**config.mk**
```make
export PLATFORM = sky130hd
export DESIGN_NAME = bal_byte_arith_logic_unit
export DESIGN_NICKNAME = d
export VERILOG_FILES = /design/src/rtl/bal_pkg.sv /design/src/rtl/bal_byte_arith_logic_unit.sv
export SDC_FILE = /design/constraint.sdc
export NUM_CORES = 1
export LEC_CHECK = 0
export ABC_AREA = 1
export BUFFER_PORTS_ARGS = -buffer_cell sky130_fd_sc_hd__buf_2
export CAP_MARGIN = 0
export CORE_MARGIN = 3
export CORE_UTILIZATION = 35
export DETAILED_ROUTE_END_ITERATION = 8
export GPL_TIMING_DRIVEN = 0
export PLACE_DENSITY_LB_ADDON = 0.2
export SLEW_MARGIN = 20
export SYNTH_ARGS = -nofsm -noshare
export SYNTH_HDL_FRONTEND = slang
export SYNTH_SLANG_ARGS = --single-unit
```
**constraint.sdc**
```tcl
create_clock -name i_core_clk -period 2.52 [get_ports i_core_clk]
set_input_delay 0.378 -clock i_core_clk [delete_from_list [all_inputs] [get_ports i_core_clk]]
set_output_delay 0.378 -clock i_core_clk [all_outputs]
set_load 0.02 [all_outputs]
```
**src/rtl/bal_pkg.sv**
```systemverilog
// shared constants, types and bus carriers of the byte arithmetic and logic unit
package bal_pkg;

	// register byte offsets on the AHB-Lite slave (low address byte)
	localparam logic [7:0] OFS_DEST_LO = 8'h00;
	localparam logic [7:0] OFS_SRC = 8'h04;
	localparam logic [7:0] OFS_DEST_HI = 8'h08;
	localparam logic [7:0] OFS_CMD = 8'h0C;
	localparam logic [7:0] OFS_FLAGS = 8'h10;

	// field positions in the status flag byte
	localparam int unsigned FLAG_C = 0;
	localparam int unsigned FLAG_Z = 1;
	localparam int unsigned FLAG_N = 2;
	localparam int unsigned FLAG_V = 3;
	localparam int unsigned FLAG_S = 4;
	localparam int unsigned FLAG_H = 5;

	// command register layout
	localparam int unsigned CMD_OP_MSB = 4;
	localparam int unsigned CMD_BUSY_BIT = 8;

	// values after reset
	localparam logic [7:0] RST_BYTE = 8'h00;
	localparam logic [7:0] RST_FLAGS = 8'h00;
	localparam logic [31:0] RST_WORD = 32'h0000_0000;

	// operand constants
	localparam logic [7:0] ALL_ONES = 8'hFF;
	localparam logic [7:0] ZERO_BYTE = 8'h00;
	localparam logic [7:0] ONE_BYTE = 8'h01;

	// operation codes, numbered from zero in this order
	typedef enum logic [4:0] {
		OP_NOP,
		OP_ADD,
		OP_ADD_CARRY,
		OP_WORD_ADD_IMMEDIATE,
		OP_SUB,
		OP_SUBTRACT_IMMEDIATE,
		OP_SUBTRACT_WITH_BORROW,
		OP_SUBTRACT_IMMEDIATE_WITH_BORROW,
		OP_WORD_SUBTRACT_IMMEDIATE,
		OP_AND,
		OP_AND_IMMEDIATE,
		OP_OR,
		OP_OR_IMMEDIATE,
		OP_EXCLUSIVE_OR,
		OP_ONES_COMPLEMENT,
		OP_TWOS_COMPLEMENT,
		OP_SET_BITS_BY_MASK,
		OP_CLEAR_BITS_BY_MASK,
		OP_INCREMENT
	} bal_op_e;

	// execution sequencer states
	typedef enum logic [0:0] {
		ST_IDLE,
		ST_WORD_HI
	} bal_state_e;

	// byte adder or subtractor outcome
	typedef struct packed {
		logic [7:0] res;
		logic c;
		logic h;
		logic v;
	} bal_alu8_s;

	// AHB-Lite request side as seen by the slave
	typedef struct packed {
		logic hsel;
		logic [31:0] haddr;
		logic [1:0] htrans;
		logic hwrite;
		logic [2:0] hsize;
		logic [31:0] hwdata;
		logic hready;
	} bal_ahb_req_s;

	// AHB-Lite slave response
	typedef struct packed {
		logic [31:0] hrdata;
		logic hreadyout;
		logic hresp;
	} bal_ahb_rsp_s;

endpackage : bal_pkg

```
**src/rtl/bal_byte_arith_logic_unit.sv**
```systemverilog
// eight-bit arithmetic and logic unit with an AHB-Lite register slave
`timescale 1ns/1ns

module bal_byte_arith_logic_unit (
	input wire logic i_core_clk,
	input wire logic i_rst_n,
	input wire bal_pkg::bal_ahb_req_s i_ahb,
	output bal_pkg::bal_ahb_rsp_s o_ahb,
	output logic [15:0] o_word,
	output logic [7:0] o_flags
);
	import bal_pkg::*;

	logic [7:0] dest_lo, dest_hi, src, flags, ph_addr, next_lo, next_hi, next_flags;
	logic [4:0] last_op;
	bal_state_e state;
	logic word_carry, word_sub, wr_pend, rd_pend, accept, rd_accept, wr_do, cmd_go, flags_upd, word_start;
	logic next_word_carry, next_word_sub;
	bal_ahb_rsp_s rsp;
	bal_op_e op;
	logic [31:0] rd_word;

	// byte add with carry in; carry, half carry and signed overflow out
	function automatic bal_alu8_s add8(input logic [7:0] a, input logic [7:0] b, input logic cin);
		bal_alu8_s r;
		logic [8:0] s;
		logic [4:0] n;
		s = {1'b0, a} + {1'b0, b} + {8'h00, cin};
		n = {1'b0, a[3:0]} + {1'b0, b[3:0]} + {4'h0, cin};
		r.res = s[7:0];
		r.c = s[8];
		r.h = n[4];
		r.v = (a[7] == b[7]) && (s[7] != a[7]);
		return r;
	endfunction : add8

	// byte subtract with borrow in; borrow out lands in the carry position
	function automatic bal_alu8_s sub8(input logic [7:0] a, input logic [7:0] b, input logic cin);
		bal_alu8_s r;
		logic [8:0] s;
		logic [4:0] n;
		s = {1'b0, a} - {1'b0, b} - {8'h00, cin};
		n = {1'b0, a[3:0]} - {1'b0, b[3:0]} - {4'h0, cin};
		r.res = s[7:0];
		r.c = s[8];
		r.h = n[4];
		r.v = (a[7] != b[7]) && (s[7] != a[7]);
		return r;
	endfunction : sub8

	// zero, negative and overflow from a byte result, other flags untouched
	function automatic logic [7:0] flags_znv(input logic [7:0] f, input logic [7:0] res, input logic v);
		logic [7:0] r;
		r = f;
		r[FLAG_Z] = (res == ZERO_BYTE);
		r[FLAG_N] = res[7];
		r[FLAG_V] = v;
		return r;
	endfunction : flags_znv

	// arithmetic flags: adds carry and half carry to the logic set
	function automatic logic [7:0] flags_arith(input logic [7:0] f, input bal_alu8_s a);
		logic [7:0] r;
		r = flags_znv(f, a.res, a.v);
		r[FLAG_C] = a.c;
		r[FLAG_H] = a.h;
		return r;
	endfunction : flags_arith

	// address phase taken whenever the bus is ready, this slave is selected and the transfer is NONSEQ or SEQ
	assign accept = i_ahb.hsel && i_ahb.htrans[1] && i_ahb.hready;
	assign rd_accept = accept && !i_ahb.hwrite;
	// write data is used only once our own data phase is allowed to end
	assign wr_do = wr_pend && rsp.hreadyout;
	assign cmd_go = wr_do && (ph_addr == OFS_CMD);
	assign op = bal_op_e'(i_ahb.hwdata[CMD_OP_MSB:0]);

	// outputs are the flops themselves
	assign o_ahb = rsp;
	assign o_word = {dest_hi, dest_lo};
	assign o_flags = flags;

	// data-phase bookkeeping; address is frozen while the data phase is stretched
	always_ff @(posedge i_core_clk or negedge i_rst_n)
	begin
		if (!i_rst_n)
		begin
			wr_pend <= 1'b0;
			rd_pend <= 1'b0;
			ph_addr <= RST_BYTE;
		end
		else if (rsp.hreadyout)
		begin
			wr_pend <= accept && i_ahb.hwrite;
			rd_pend <= rd_accept;
			ph_addr <= accept ? i_ahb.haddr[7:0] : ph_addr;
		end
		else if (rd_pend && (state == ST_IDLE))
		begin
			rd_pend <= 1'b0;
		end
	end

	// read multiplexer; unmapped offsets read as zero
	always_comb
	begin
		rd_word = RST_WORD;
		if (ph_addr == OFS_DEST_LO)
		begin
			rd_word = {24'h00_0000, dest_lo};
		end
		else if (ph_addr == OFS_SRC)
		begin
			rd_word = {24'h00_0000, src};
		end
		else if (ph_addr == OFS_DEST_HI)
		begin
			rd_word = {24'h00_0000, dest_hi};
		end
		else if (ph_addr == OFS_CMD)
		begin
			rd_word = {23'h0, (state == ST_WORD_HI), 3'h0, last_op};
		end
		else if (ph_addr == OFS_FLAGS)
		begin
			rd_word = {24'h00_0000, flags};
		end
	end

	// reads always get at least one wait state so a write just before them is seen
	always_ff @(posedge i_core_clk or negedge i_rst_n)
	begin
		if (!i_rst_n)
		begin
			rsp.hrdata <= RST_WORD;
			rsp.hreadyout <= 1'b1;
			rsp.hresp <= 1'b0;
		end
		else
		begin
			rsp.hresp <= 1'b0;
			if (word_start || rd_accept)
			begin
				rsp.hreadyout <= 1'b0;
			end
			else if (rd_pend)
			begin
				// hold the read off until the high byte of a word op is in place
				if (state == ST_IDLE)
				begin
					rsp.hreadyout <= 1'b1;
					rsp.hrdata <= rd_word;
				end
			end
			else if (state == ST_WORD_HI)
			begin
				rsp.hreadyout <= 1'b1;
			end
		end
	end

	// operation datapath, evaluated in the cycle the command write completes
	always_comb
	begin
		bal_alu8_s ar;
		ar = '0;
		next_lo = dest_lo;
		next_hi = dest_hi;
		next_flags = flags;
		flags_upd = 1'b0;
		word_start = 1'b0;
		next_word_carry = word_carry;
		next_word_sub = word_sub;
		case (state)
			ST_IDLE:
			begin
				if (cmd_go)
				begin
					flags_upd = 1'b1;
					case (op)
						OP_ADD, OP_ADD_CARRY:
						begin
							ar = add8(dest_lo, src, (op == OP_ADD_CARRY) && flags[FLAG_C]);
							next_lo = ar.res;
							next_flags = flags_arith(flags, ar);
						end
						OP_SUB, OP_SUBTRACT_IMMEDIATE:
						begin
							ar = sub8(dest_lo, src, 1'b0);
							next_lo = ar.res;
							next_flags = flags_arith(flags, ar);
						end
						OP_SUBTRACT_WITH_BORROW, OP_SUBTRACT_IMMEDIATE_WITH_BORROW:
						begin
							ar = sub8(dest_lo, src, flags[FLAG_C]);
							next_lo = ar.res;
							next_flags = flags_arith(flags, ar);
						end
						OP_WORD_ADD_IMMEDIATE, OP_WORD_SUBTRACT_IMMEDIATE:
						begin
							// low byte now, carry parked for the high byte next cycle
							ar = (op == OP_WORD_ADD_IMMEDIATE) ? add8(dest_lo, src, 1'b0) : sub8(dest_lo, src, 1'b0);
							next_lo = ar.res;
							next_word_carry = ar.c;
							next_word_sub = (op == OP_WORD_SUBTRACT_IMMEDIATE);
							word_start = 1'b1;
							flags_upd = 1'b0;
						end
						OP_AND, OP_AND_IMMEDIATE:
						begin
							next_lo = dest_lo & src;
							next_flags = flags_znv(flags, next_lo, 1'b0);
						end
						OP_OR, OP_OR_IMMEDIATE, OP_SET_BITS_BY_MASK:
						begin
							next_lo = dest_lo | src;
							next_flags = flags_znv(flags, next_lo, 1'b0);
						end
						OP_CLEAR_BITS_BY_MASK:
						begin
							next_lo = dest_lo & (ALL_ONES - src);
							next_flags = flags_znv(flags, next_lo, 1'b0);
						end
						OP_EXCLUSIVE_OR:
						begin
							next_lo = dest_lo ^ src;
							next_flags = flags_znv(flags, next_lo, 1'b0);
						end
						OP_ONES_COMPLEMENT:
						begin
							// carry is always set, half carry stays as it was
							next_lo = ALL_ONES - dest_lo;
							next_flags = flags_znv(flags, next_lo, 1'b0);
							next_flags[FLAG_C] = 1'b1;
						end
						OP_TWOS_COMPLEMENT:
						begin
							ar = sub8(ZERO_BYTE, dest_lo, 1'b0);
							next_lo = ar.res;
							next_flags = flags_arith(flags, ar);
						end
						OP_INCREMENT:
						begin
							// carry and half carry are deliberately left alone
							ar = add8(dest_lo, ONE_BYTE, 1'b0);
							next_lo = ar.res;
							next_flags = flags_znv(flags, ar.res, ar.v);
						end
						default:
						begin
							// unknown codes and the no-op change nothing
							flags_upd = 1'b0;
						end
					endcase
				end
			end
			ST_WORD_HI:
			begin
				// second cycle: high byte takes the carry, flags cover all 16 bits
				ar = word_sub ? sub8(dest_hi, ZERO_BYTE, word_carry) : add8(dest_hi, ZERO_BYTE, word_carry);
				next_hi = ar.res;
				flags_upd = 1'b1;
				next_flags[FLAG_N] = ar.res[7];
				next_flags[FLAG_Z] = ({ar.res, dest_lo} == 16'h0000);
				next_flags[FLAG_V] = word_sub ? (dest_hi[7] && !ar.res[7]) : (!dest_hi[7] && ar.res[7]);
				next_flags[FLAG_C] = word_sub ? (ar.res[7] && !dest_hi[7]) : (!ar.res[7] && dest_hi[7]);
				next_flags[FLAG_S] = next_flags[FLAG_N] ^ next_flags[FLAG_V];
			end
		endcase
	end

	// destination pair: software load or operation result
	always_ff @(posedge i_core_clk or negedge i_rst_n)
	begin
		if (!i_rst_n)
		begin
			dest_lo <= RST_BYTE;
			dest_hi <= RST_BYTE;
		end
		else
		begin
			dest_lo <= (wr_do && (ph_addr == OFS_DEST_LO)) ? i_ahb.hwdata[7:0] : next_lo;
			dest_hi <= (wr_do && (ph_addr == OFS_DEST_HI)) ? i_ahb.hwdata[7:0] : next_hi;
		end
	end

	// source register or immediate operand
	always_ff @(posedge i_core_clk or negedge i_rst_n)
	begin
		if (!i_rst_n)
		begin
			src <= RST_BYTE;
		end
		else if (wr_do && (ph_addr == OFS_SRC))
		begin
			src <= i_ahb.hwdata[7:0];
		end
	end

	// status flags; an operation and a software write never share a cycle
	always_ff @(posedge i_core_clk or negedge i_rst_n)
	begin
		if (!i_rst_n)
		begin
			flags <= RST_FLAGS;
		end
		else if (flags_upd)
		begin
			flags <= next_flags;
		end
		else if (wr_do && (ph_addr == OFS_FLAGS))
		begin
			flags <= i_ahb.hwdata[7:0];
		end
	end

	// sequencer for the two-cycle word operations
	always_ff @(posedge i_core_clk or negedge i_rst_n)
	begin
		if (!i_rst_n)
		begin
			state <= ST_IDLE;
			word_carry <= 1'b0;
			word_sub <= 1'b0;
			last_op <= RST_BYTE[4:0];
		end
		else
		begin
			word_carry <= next_word_carry;
			word_sub <= next_word_sub;
			if (cmd_go && (state == ST_IDLE))
			begin
				last_op <= i_ahb.hwdata[CMD_OP_MSB:0];
			end
			case (state)
				ST_IDLE:
				begin
					if (word_start)
					begin
						state <= ST_WORD_HI;
					end
				end
				ST_WORD_HI:
				begin
					state <= ST_IDLE;
				end
			endcase
		end
	end

endmodule : bal_byte_arith_logic_unit

```
==> metrics.md, run 1 <==
| Metric | Value |
|---|---|
| Launch point of the critical path | src[0] |
| Yosys synthesis warning count | 0 |
| Number of global-route vias before repair | 6390 |
| Number of nets still failing antenna checks after routing | 0 |
| Routed met2 length | 11110 microns |
| Antenna violations before repair | 0 |
| Residual DRC | 0 |
| Core utilization of the finished layout | 47.98% |
| Root buffer cell | clkbuf_16 |
| Peak ir drop on the vdd network | 499.7 uV |
| Global-route wire length before repair | ~36000 microns |
| All-Layer GR Usage | roughly a quarter |
| CTS tree | done |
| Violated checks | setup timing |
| FMAX | 0.3721 GHz |
| Relative area change from synthesis to final layout | 32.36% |
| Clock network latency to the later pin of the worst-skew pair | 0.33 ns |
| Biggest area consumer among synthesized cells | dfrtp_1 |
| Fraction of post-synthesis cell area in the top cell type by area | 23.80% |
| Maximum number of pins on one net before global-route repair | 60 |
| Worst Setup Slack, final | -0.1677 ns |
| Post-synth ARST share | 100.0% |
| Startpoint type of the worst setup path | flip-flop |
| Minimum period implied by the final worst setup slack | 2.688 ns |
| Unrepaired setup endpoints after global routing | true |
| Type of destination of the critical path | flip-flop |
| Number of failing setup endpoints in the final timing report | 5 |
| Arr. time, crit path | 2.95 ns |
| Max-slew violation total from the final report | 0 |
| Y dimension of the die | 138.0 microns |
| Max-slew headroom at the worst pin | 35.88% |
| Starting utilization of the core area | 36.25% |
| Leakage component of the power | 3.887 nW |
| Result of the run | finished, violations left |
| Chip Width | 138.0 microns |
| Number of instances in the synthesized netlist | between 900 and 1000 |
| Cell total after placement | 1212 |
| Proportion of layout cells with a drive suffix above 1 | 34.20% |
| Power density over cell area | 546.7 nW/um^2 |
| Req. time, crit path | around 2.8 ns |
| Worst setup path category | reg2reg |
| RePlAce Congestion | around 0.97 |
| Antenna diode count | 0 |
| Part of the Yosys area used for sequential elements | approximately a quarter |
| I/O pin total | 132 |
| Placement Rows | 47 |
| Leading cell types by total area after synthesis | dfrtp_1, nand2_1, ha_1 |
| Routed met1 length | about 9800 microns |
| Count of non-filler cells in the finished layout | 1264 |
| Post-Syn Area | 6097 sq um |
| Clk slew on worst S/H paths | 0.06 ns |
| CTS sink count | 59 |
| Prevailing post-synth register cell | dfrtp_1 |
| Final period utilization | 106.7% |
| HPWL after detailed placement | 17900 microns |
| Core region area | 16820 sq um |
| Class of the tightest hold or removal check | in2async |
| Filler instances | 1720 |
| Post-synthesis area per instance | 6.656 sq um |
| Deepest clock path buffer count | 2 |
| Uppermost routed layer | met4 |
| Die outline area | 19040 sq um |
| Flop and latch count out of synthesis | 59 |
| Fin. Hold Viols | 0 |
| Area of combinational cells with multiple inputs | 4609 sq um |
| Number of maximum-capacitance constraint violations | 0 |
| Biggest fanout along the worst timing path | 4 |
| Transition at the pin with the smallest max-transition slack | 0.9538 ns |
| R2r startpoint | src[0] |
| Fin Clk Skew | 0.008011 ns |
| Number of iterations in the first detailed-routing pass | 5 |
| Initial DRC count | 641 |
| Count of flip-flops with a built-in enable after synthesis | 0 |
| Overflow left after global routing | 0 |
| Via count | 6749 |
| Pwr Total | approximately 4.4 mW |
| Detailed Route WL | roughly 23000 microns |
| Detailed-route wire length per cell | 18.55 microns |
| Vias per inst | roughly 5.3 |
| Routed length on met3 | 1693 microns |
| Net count, final | 1155 |
| Total area of sequential cells | 1488 sq um |
| Total CTS buffers | 9 |
| Worst Hold Margin | 0.1285 ns |
| Clock H-tree levels | 3 |
| Distinct cell type count after synthesis | 56 |
| Number of port buffers | 52 |
-- layout make-up --
type | instances | share of cell area, %
buffer | 43 | 4.171
multi-input combinational | 700 | 57.12
clock buffer | 10 | 2.961
timing repair buffer | 91 | 6.977
inverter | 136 | 6.558
sequential | 59 | 18.43
tap | 220 | 3.411
clock inverter | 5 | 0.3721
-- metal layers --
metal	GRT usage, %	vias up
met2	40.46	313
met1	33.11	3159
li1	-	3224
met5	0	-
met4	9.550	0
met3	3.012	53
-- layout by cell type, fill, tap and decap left out, types with 15 or more instances in the layout --
cell type  instances
a21oi_1           26
buf_2             53
buf_4             67
conb_1            25
dfrtp_1           50
ha_1              27
inv_1             95
inv_2             32
nand2_1          186
nand2_2           31
nand2_4           15
nand3_1           46
nand3_2           18
nand4_1           16
nor2_1            67
nor2_2            15
nor2_4            16
o21ai_0           43
-- worst max-delay path, stage by stage, from the launching register on --
cell and delay (ns):
dfrtp_2 0.46, ha_4 0.19, fa_2 0.58, ha_4 0.22, or2_4 0.23, nor2_4 0.10
nand3_2 0.09, nor2_2 0.10, nand2_1 0.07, nor2_1 0.12, nand3_2 0.10, nand3_2 0.10
nand2_1 0.06, nand2_1 0.08, nand2_1 0.05, nand2_1 0.05
-- power breakdown --
part / leakage (nW) / total [mW] / switching (mW) / internal (mW)
sequential: 0.655 / 1.24 / 0.135 / 1.10
clock: 0.130 / 1.13 / 0.446 / 0.680
combinational: 3.10 / 2.05 / 1.29 / 0.759
total: 3.89 / 4.41 / 1.87 / 2.54
-- logic make-up (layout without fill, tap and decap cells) --
group / Yosys count / count (layout) / synth area share (%)
and+or+nand+nor: 452 / 452 / 33.72
buffers and inverters: 181 / 285 / 13.15
AOI/OAI and AO/OA: 155 / 155 / 16.09
DFF: 59 / 59 / 24.24
adders and majority gates: 41 / 41 / 8.660
xor gates and xnor gates: 22 / 22 / 3.160
muxes: 5 / 5 / 0.9234
other: 1 / 25 / 0.06150
-- cell usage after synthesis, drive strengths merged (11+ instances only) --
master / count
a21oi: 36
buf: 35
dfrtp: 58
ha: 39
inv: 134
nand2: 232
nand3: 68
nand4: 16
nor2: 98
nor3: 16
o211ai: 11
o21ai: 63
o221ai: 11
o22ai: 12
xor2: 17
-- through the flow --
step	area [sq um]	setup WS [ns]	TNS, ns
final	8070	-0.1677	-0.3516
after global routing	8070	-0.2675	-1.127
after CTS	7604	-0.1713	-0.2640
after detailed placement	6744	-0.9801	-6.431
after global placement	6741	-1.016	-6.612
after floorplan	6206	0.01403	0
-- path summary, 6_finish.rpt --
kind,end,slack [ns],cells after the start
worst max register to register,o_flags[1],-0.17,15
worst min-delay path,ph_addr[6],0.13,1
worst max-delay path,o_flags[1],-0.17,15
min in group i_core_clk,ph_addr[5],0.28,2
max in group asynchronous,src[3],1.85,1
worst min register to register,ph_addr[1],0.51,1
-- timing repair --
action / 4_1_cts / 5_1_grt
endpoints found under the setup margin: 13 / 14
resized for setup: 106 / 102
pin swaps: 32 / 52
hold buffers: 0 / 0
buffers inserted: 26 / 13
-- sequential cells by signal, indices dropped and copies added, names as in the netlist --
| signal | count |
|---|---|
| dest_hi | 8 |
| dest_lo | 8 |
| last_op | 5 |
| o_ahb | 9 |
| o_flags | 8 |
| ph_addr | 8 |
| rd_pend | 1 |
| src | 8 |
| state | 1 |
| word_carry | 1 |
| word_sub | 1 |
| wr_pend | 1 |
Note: power is estimated with default switching activity, not from simulation.
==> run 2, diff against run 1 <==
- RECOVER_POWER: unset -> 25
==> run 2 against run 1 <==
- the run ends with capacitance limit, slew limit, setup timing left
- worst hold slack improved by 0.14 ns
- fmax did not move
- worst setup slack did not move
==> metrics.md, run 2 (synthesis results as in run 1) <==
| Metric | Value |
|---|---|
| Number of iterations in the first detailed-routing pass | 5 (unchanged) |
| Leakage component of the power | 3.886 nW (was 3.887 nW) |
| Class of the tightest hold or removal check | in2reg (was in2async) |
| I/O pin total | 132 (unchanged) |
| CTS sink count | 59 (unchanged) |
| Type of destination of the critical path | flip-flop (unchanged) |
| Minimum period implied by the final worst setup slack | 2.688 ns (unchanged) |
| Number of maximum-capacitance constraint violations | 1 (was 0) |
| Total cell area at the placement stage | 6744 sq um (unchanged) |
| All-Layer GR Usage | 24.65% (unchanged) |
| Proportion of layout cells with a drive suffix above 1 | 34.20% (unchanged) |
| Peak ir drop on the vdd network | 507.8 uV (was 499.7 uV) |
| Biggest fanout along the worst timing path | 4 (unchanged) |
| Finished Cell Area | 8068 sq um (was 8070 sq um) |
| Root buffer cell | clkbuf_16 (unchanged) |
| Detailed Route WL | 23470 microns (was 23440 microns) |
| Final period utilization | 106.7% (unchanged) |
| Clk slew on worst S/H paths | 0.06 ns (about the same) |
| Vias per inst | 5.340 (was 5.339) |
| Worst setup path category | reg2reg (unchanged) |
| Most common library cell in the layout ignoring fill and taps | nand2_1 (unchanged) |
| Placement-stage worst setup slack | -0.9801 ns (unchanged) |
| Maximum number of pins on one net before global-route repair | 60 (unchanged) |
| Arr. time, crit path | 2.95 ns (about the same) |
| Number of port buffers | 52 (unchanged) |
| Worst Setup Slack, final | -0.1677 ns (unchanged) |
| Overflow left after global routing | 0 (unchanged) |
| Reg2reg setup slack | -0.17 ns (about the same) |
| FMAX | 0.3721 GHz (unchanged) |
| Y dimension of the die | 138.0 microns (unchanged) |
| Pwr Total | 4.416 mW (was 4.412 mW) |
| HPWL after detailed placement | 17900 microns (unchanged) |
| Unrepaired setup endpoints after global routing | true (unchanged) |
| Fin Clk Skew | 0.009768 ns (was 0.008011 ns) |
| Largest register FFs | 9 (unchanged) |
| Number of global-route vias before repair | 6390 (unchanged) |
| Residual DRC | 0 (unchanged) |
| Detailed-route wire length per cell | 18.56 microns (was 18.55 microns) |
| Global-route wire length before repair | 35650 microns (unchanged) |
| CTS tree | done (unchanged) |
| Deepest clock path buffer count | 2 (unchanged) |
| Initial DRC count | 641 (unchanged) |
| # hold bufs at CTS | 0 (unchanged) |
| Number of nets still failing antenna checks after routing | 0 (unchanged) |
| Total negative slack | -0.3551 ns (was -0.3516 ns) |
| Total CTS buffers | 9 (unchanged) |
| Clock network latency to the later pin of the worst-skew pair | 0.33 ns (about the same) |
| Via count | 6750 (was 6749) |
| RePlAce Congestion | 0.9695 (unchanged) |
| Power density over cell area | 547.4 nW/um^2 (was 546.7 nW/um^2) |
| Req. time, crit path | 2.79 ns (about the same) |
| Starting utilization of the core area | 36.25% (unchanged) |
| Fin. Hold Viols | 0 (unchanged) |
| Max-slew violation total from the final report | 59 (was 0) |
| Max-slew headroom at the worst pin | -0.1763% (was 35.88%) |
| Chip Width | 138.0 microns (unchanged) |
| Transition at the pin with the smallest max-transition slack | 1.503 ns (was 0.9538 ns) |
| Most frequent cells in the layout | nand2_1, inv_1, nor2_1, buf_4, buf_2 (was nand2_1, inv_1, buf_4, nor2_1, buf_2) |
| Placement Rows | 47 (unchanged) |
| Startpoint type of the worst setup path | flip-flop (unchanged) |
| Number of failing setup endpoints in the final timing report | 5 (unchanged) |
| Net count, final | 1155 (unchanged) |
| Die outline area | 19040 sq um (unchanged) |
| Relative area change from synthesis to final layout | 32.32% (was 32.36%) |
| Clock H-tree levels | 3 (unchanged) |
| Antenna diode count | 0 (unchanged) |
| Antenna violations before repair | 0 (unchanged) |
| Violated checks | capacitance limit, slew limit, setup timing (was setup timing) |
| Core region area | 16820 sq um (unchanged) |
| Result of the run | finished, violations left (unchanged) |
-- run 2: path summary, 6_finish.rpt --
path	start	to	cells after the start
max in group asynchronous	i_rst_n	src[3]	1
min in group asynchronous	i_rst_n	ph_addr[6]	1
max reg2reg	src[0]	o_flags[1]	15
min reg2reg	ph_addr[1]	ph_addr[1]	1
min	i_ahb[44]	ph_addr[5]	2
max	src[0]	o_flags[1]	15
-- run 2: timing repair --
item | CTS | global route
gates resized for setup | 106 | 102
setup buffers | 26 | 13
cloned | 0 | 0
setup endpoints to repair | 13 | 14
pin swaps | 32 | 52
-- run 2: power breakdown --
part | total [mW] | switching [mW] | internal, mW | leakage [nW]
sequential | 1.24 | 0.135 | 1.10 | 0.655
clock | 1.13 | 0.451 | 0.680 | 0.130
combinational | 2.05 | 1.29 | 0.759 | 3.10
-- run 2: worst max-delay path: stages (launching register included) --
cell and delay (ns):
dfrtp_2 0.46, ha_4 0.19, fa_2 0.58, ha_4 0.22, or2_4 0.23, nor2_4 0.10
nand3_2 0.09, nor2_2 0.10, nand2_1 0.07, nor2_1 0.12, nand3_2 0.10, nand3_2 0.10
nand2_1 0.06, nand2_1 0.08, nand2_1 0.05, nand2_1 0.05
-- run 2: cell type report --
| cell class | instances | area [sq um] |
|---|---|---|
| plain buffers | 43 | 336.6 |
| clock buffers | 10 | 239.0 |
| clock inverters | 5 | 30.03 |
| fillers | 1721 | 8751 |
| inverters | 136 | 529.3 |
| multi-input cells | 700 | 4609 |
| flip-flops and latches | 59 | 1488 |
| well taps | 220 | 275.3 |
| repair buffers | 91 | 560.5 |
-- run 2: through the flow --
stage,instances,utilization [%],hold slack (ns)
2_1_floorplan,940,-,0.08241
3_3_place_gp,1212,40.08,0.4782
3_5_place_dp,1212,40.10,0.4891
4_1_cts,1252,45.21,0.1589
5_1_grt,1264,47.97,0.2722
6_report,1264,47.97,0.2727
-- run 2: per-layer routing --
metal  track usage [%]  vias to the layer above  wire length, microns
met5                 0                        -                     0
met4             9.550                        0                   810
met3             3.012                       53                  1694
met2             40.46                      313                 11080
met1             33.11                     3160                  9880
li1                  -                     3224                     -
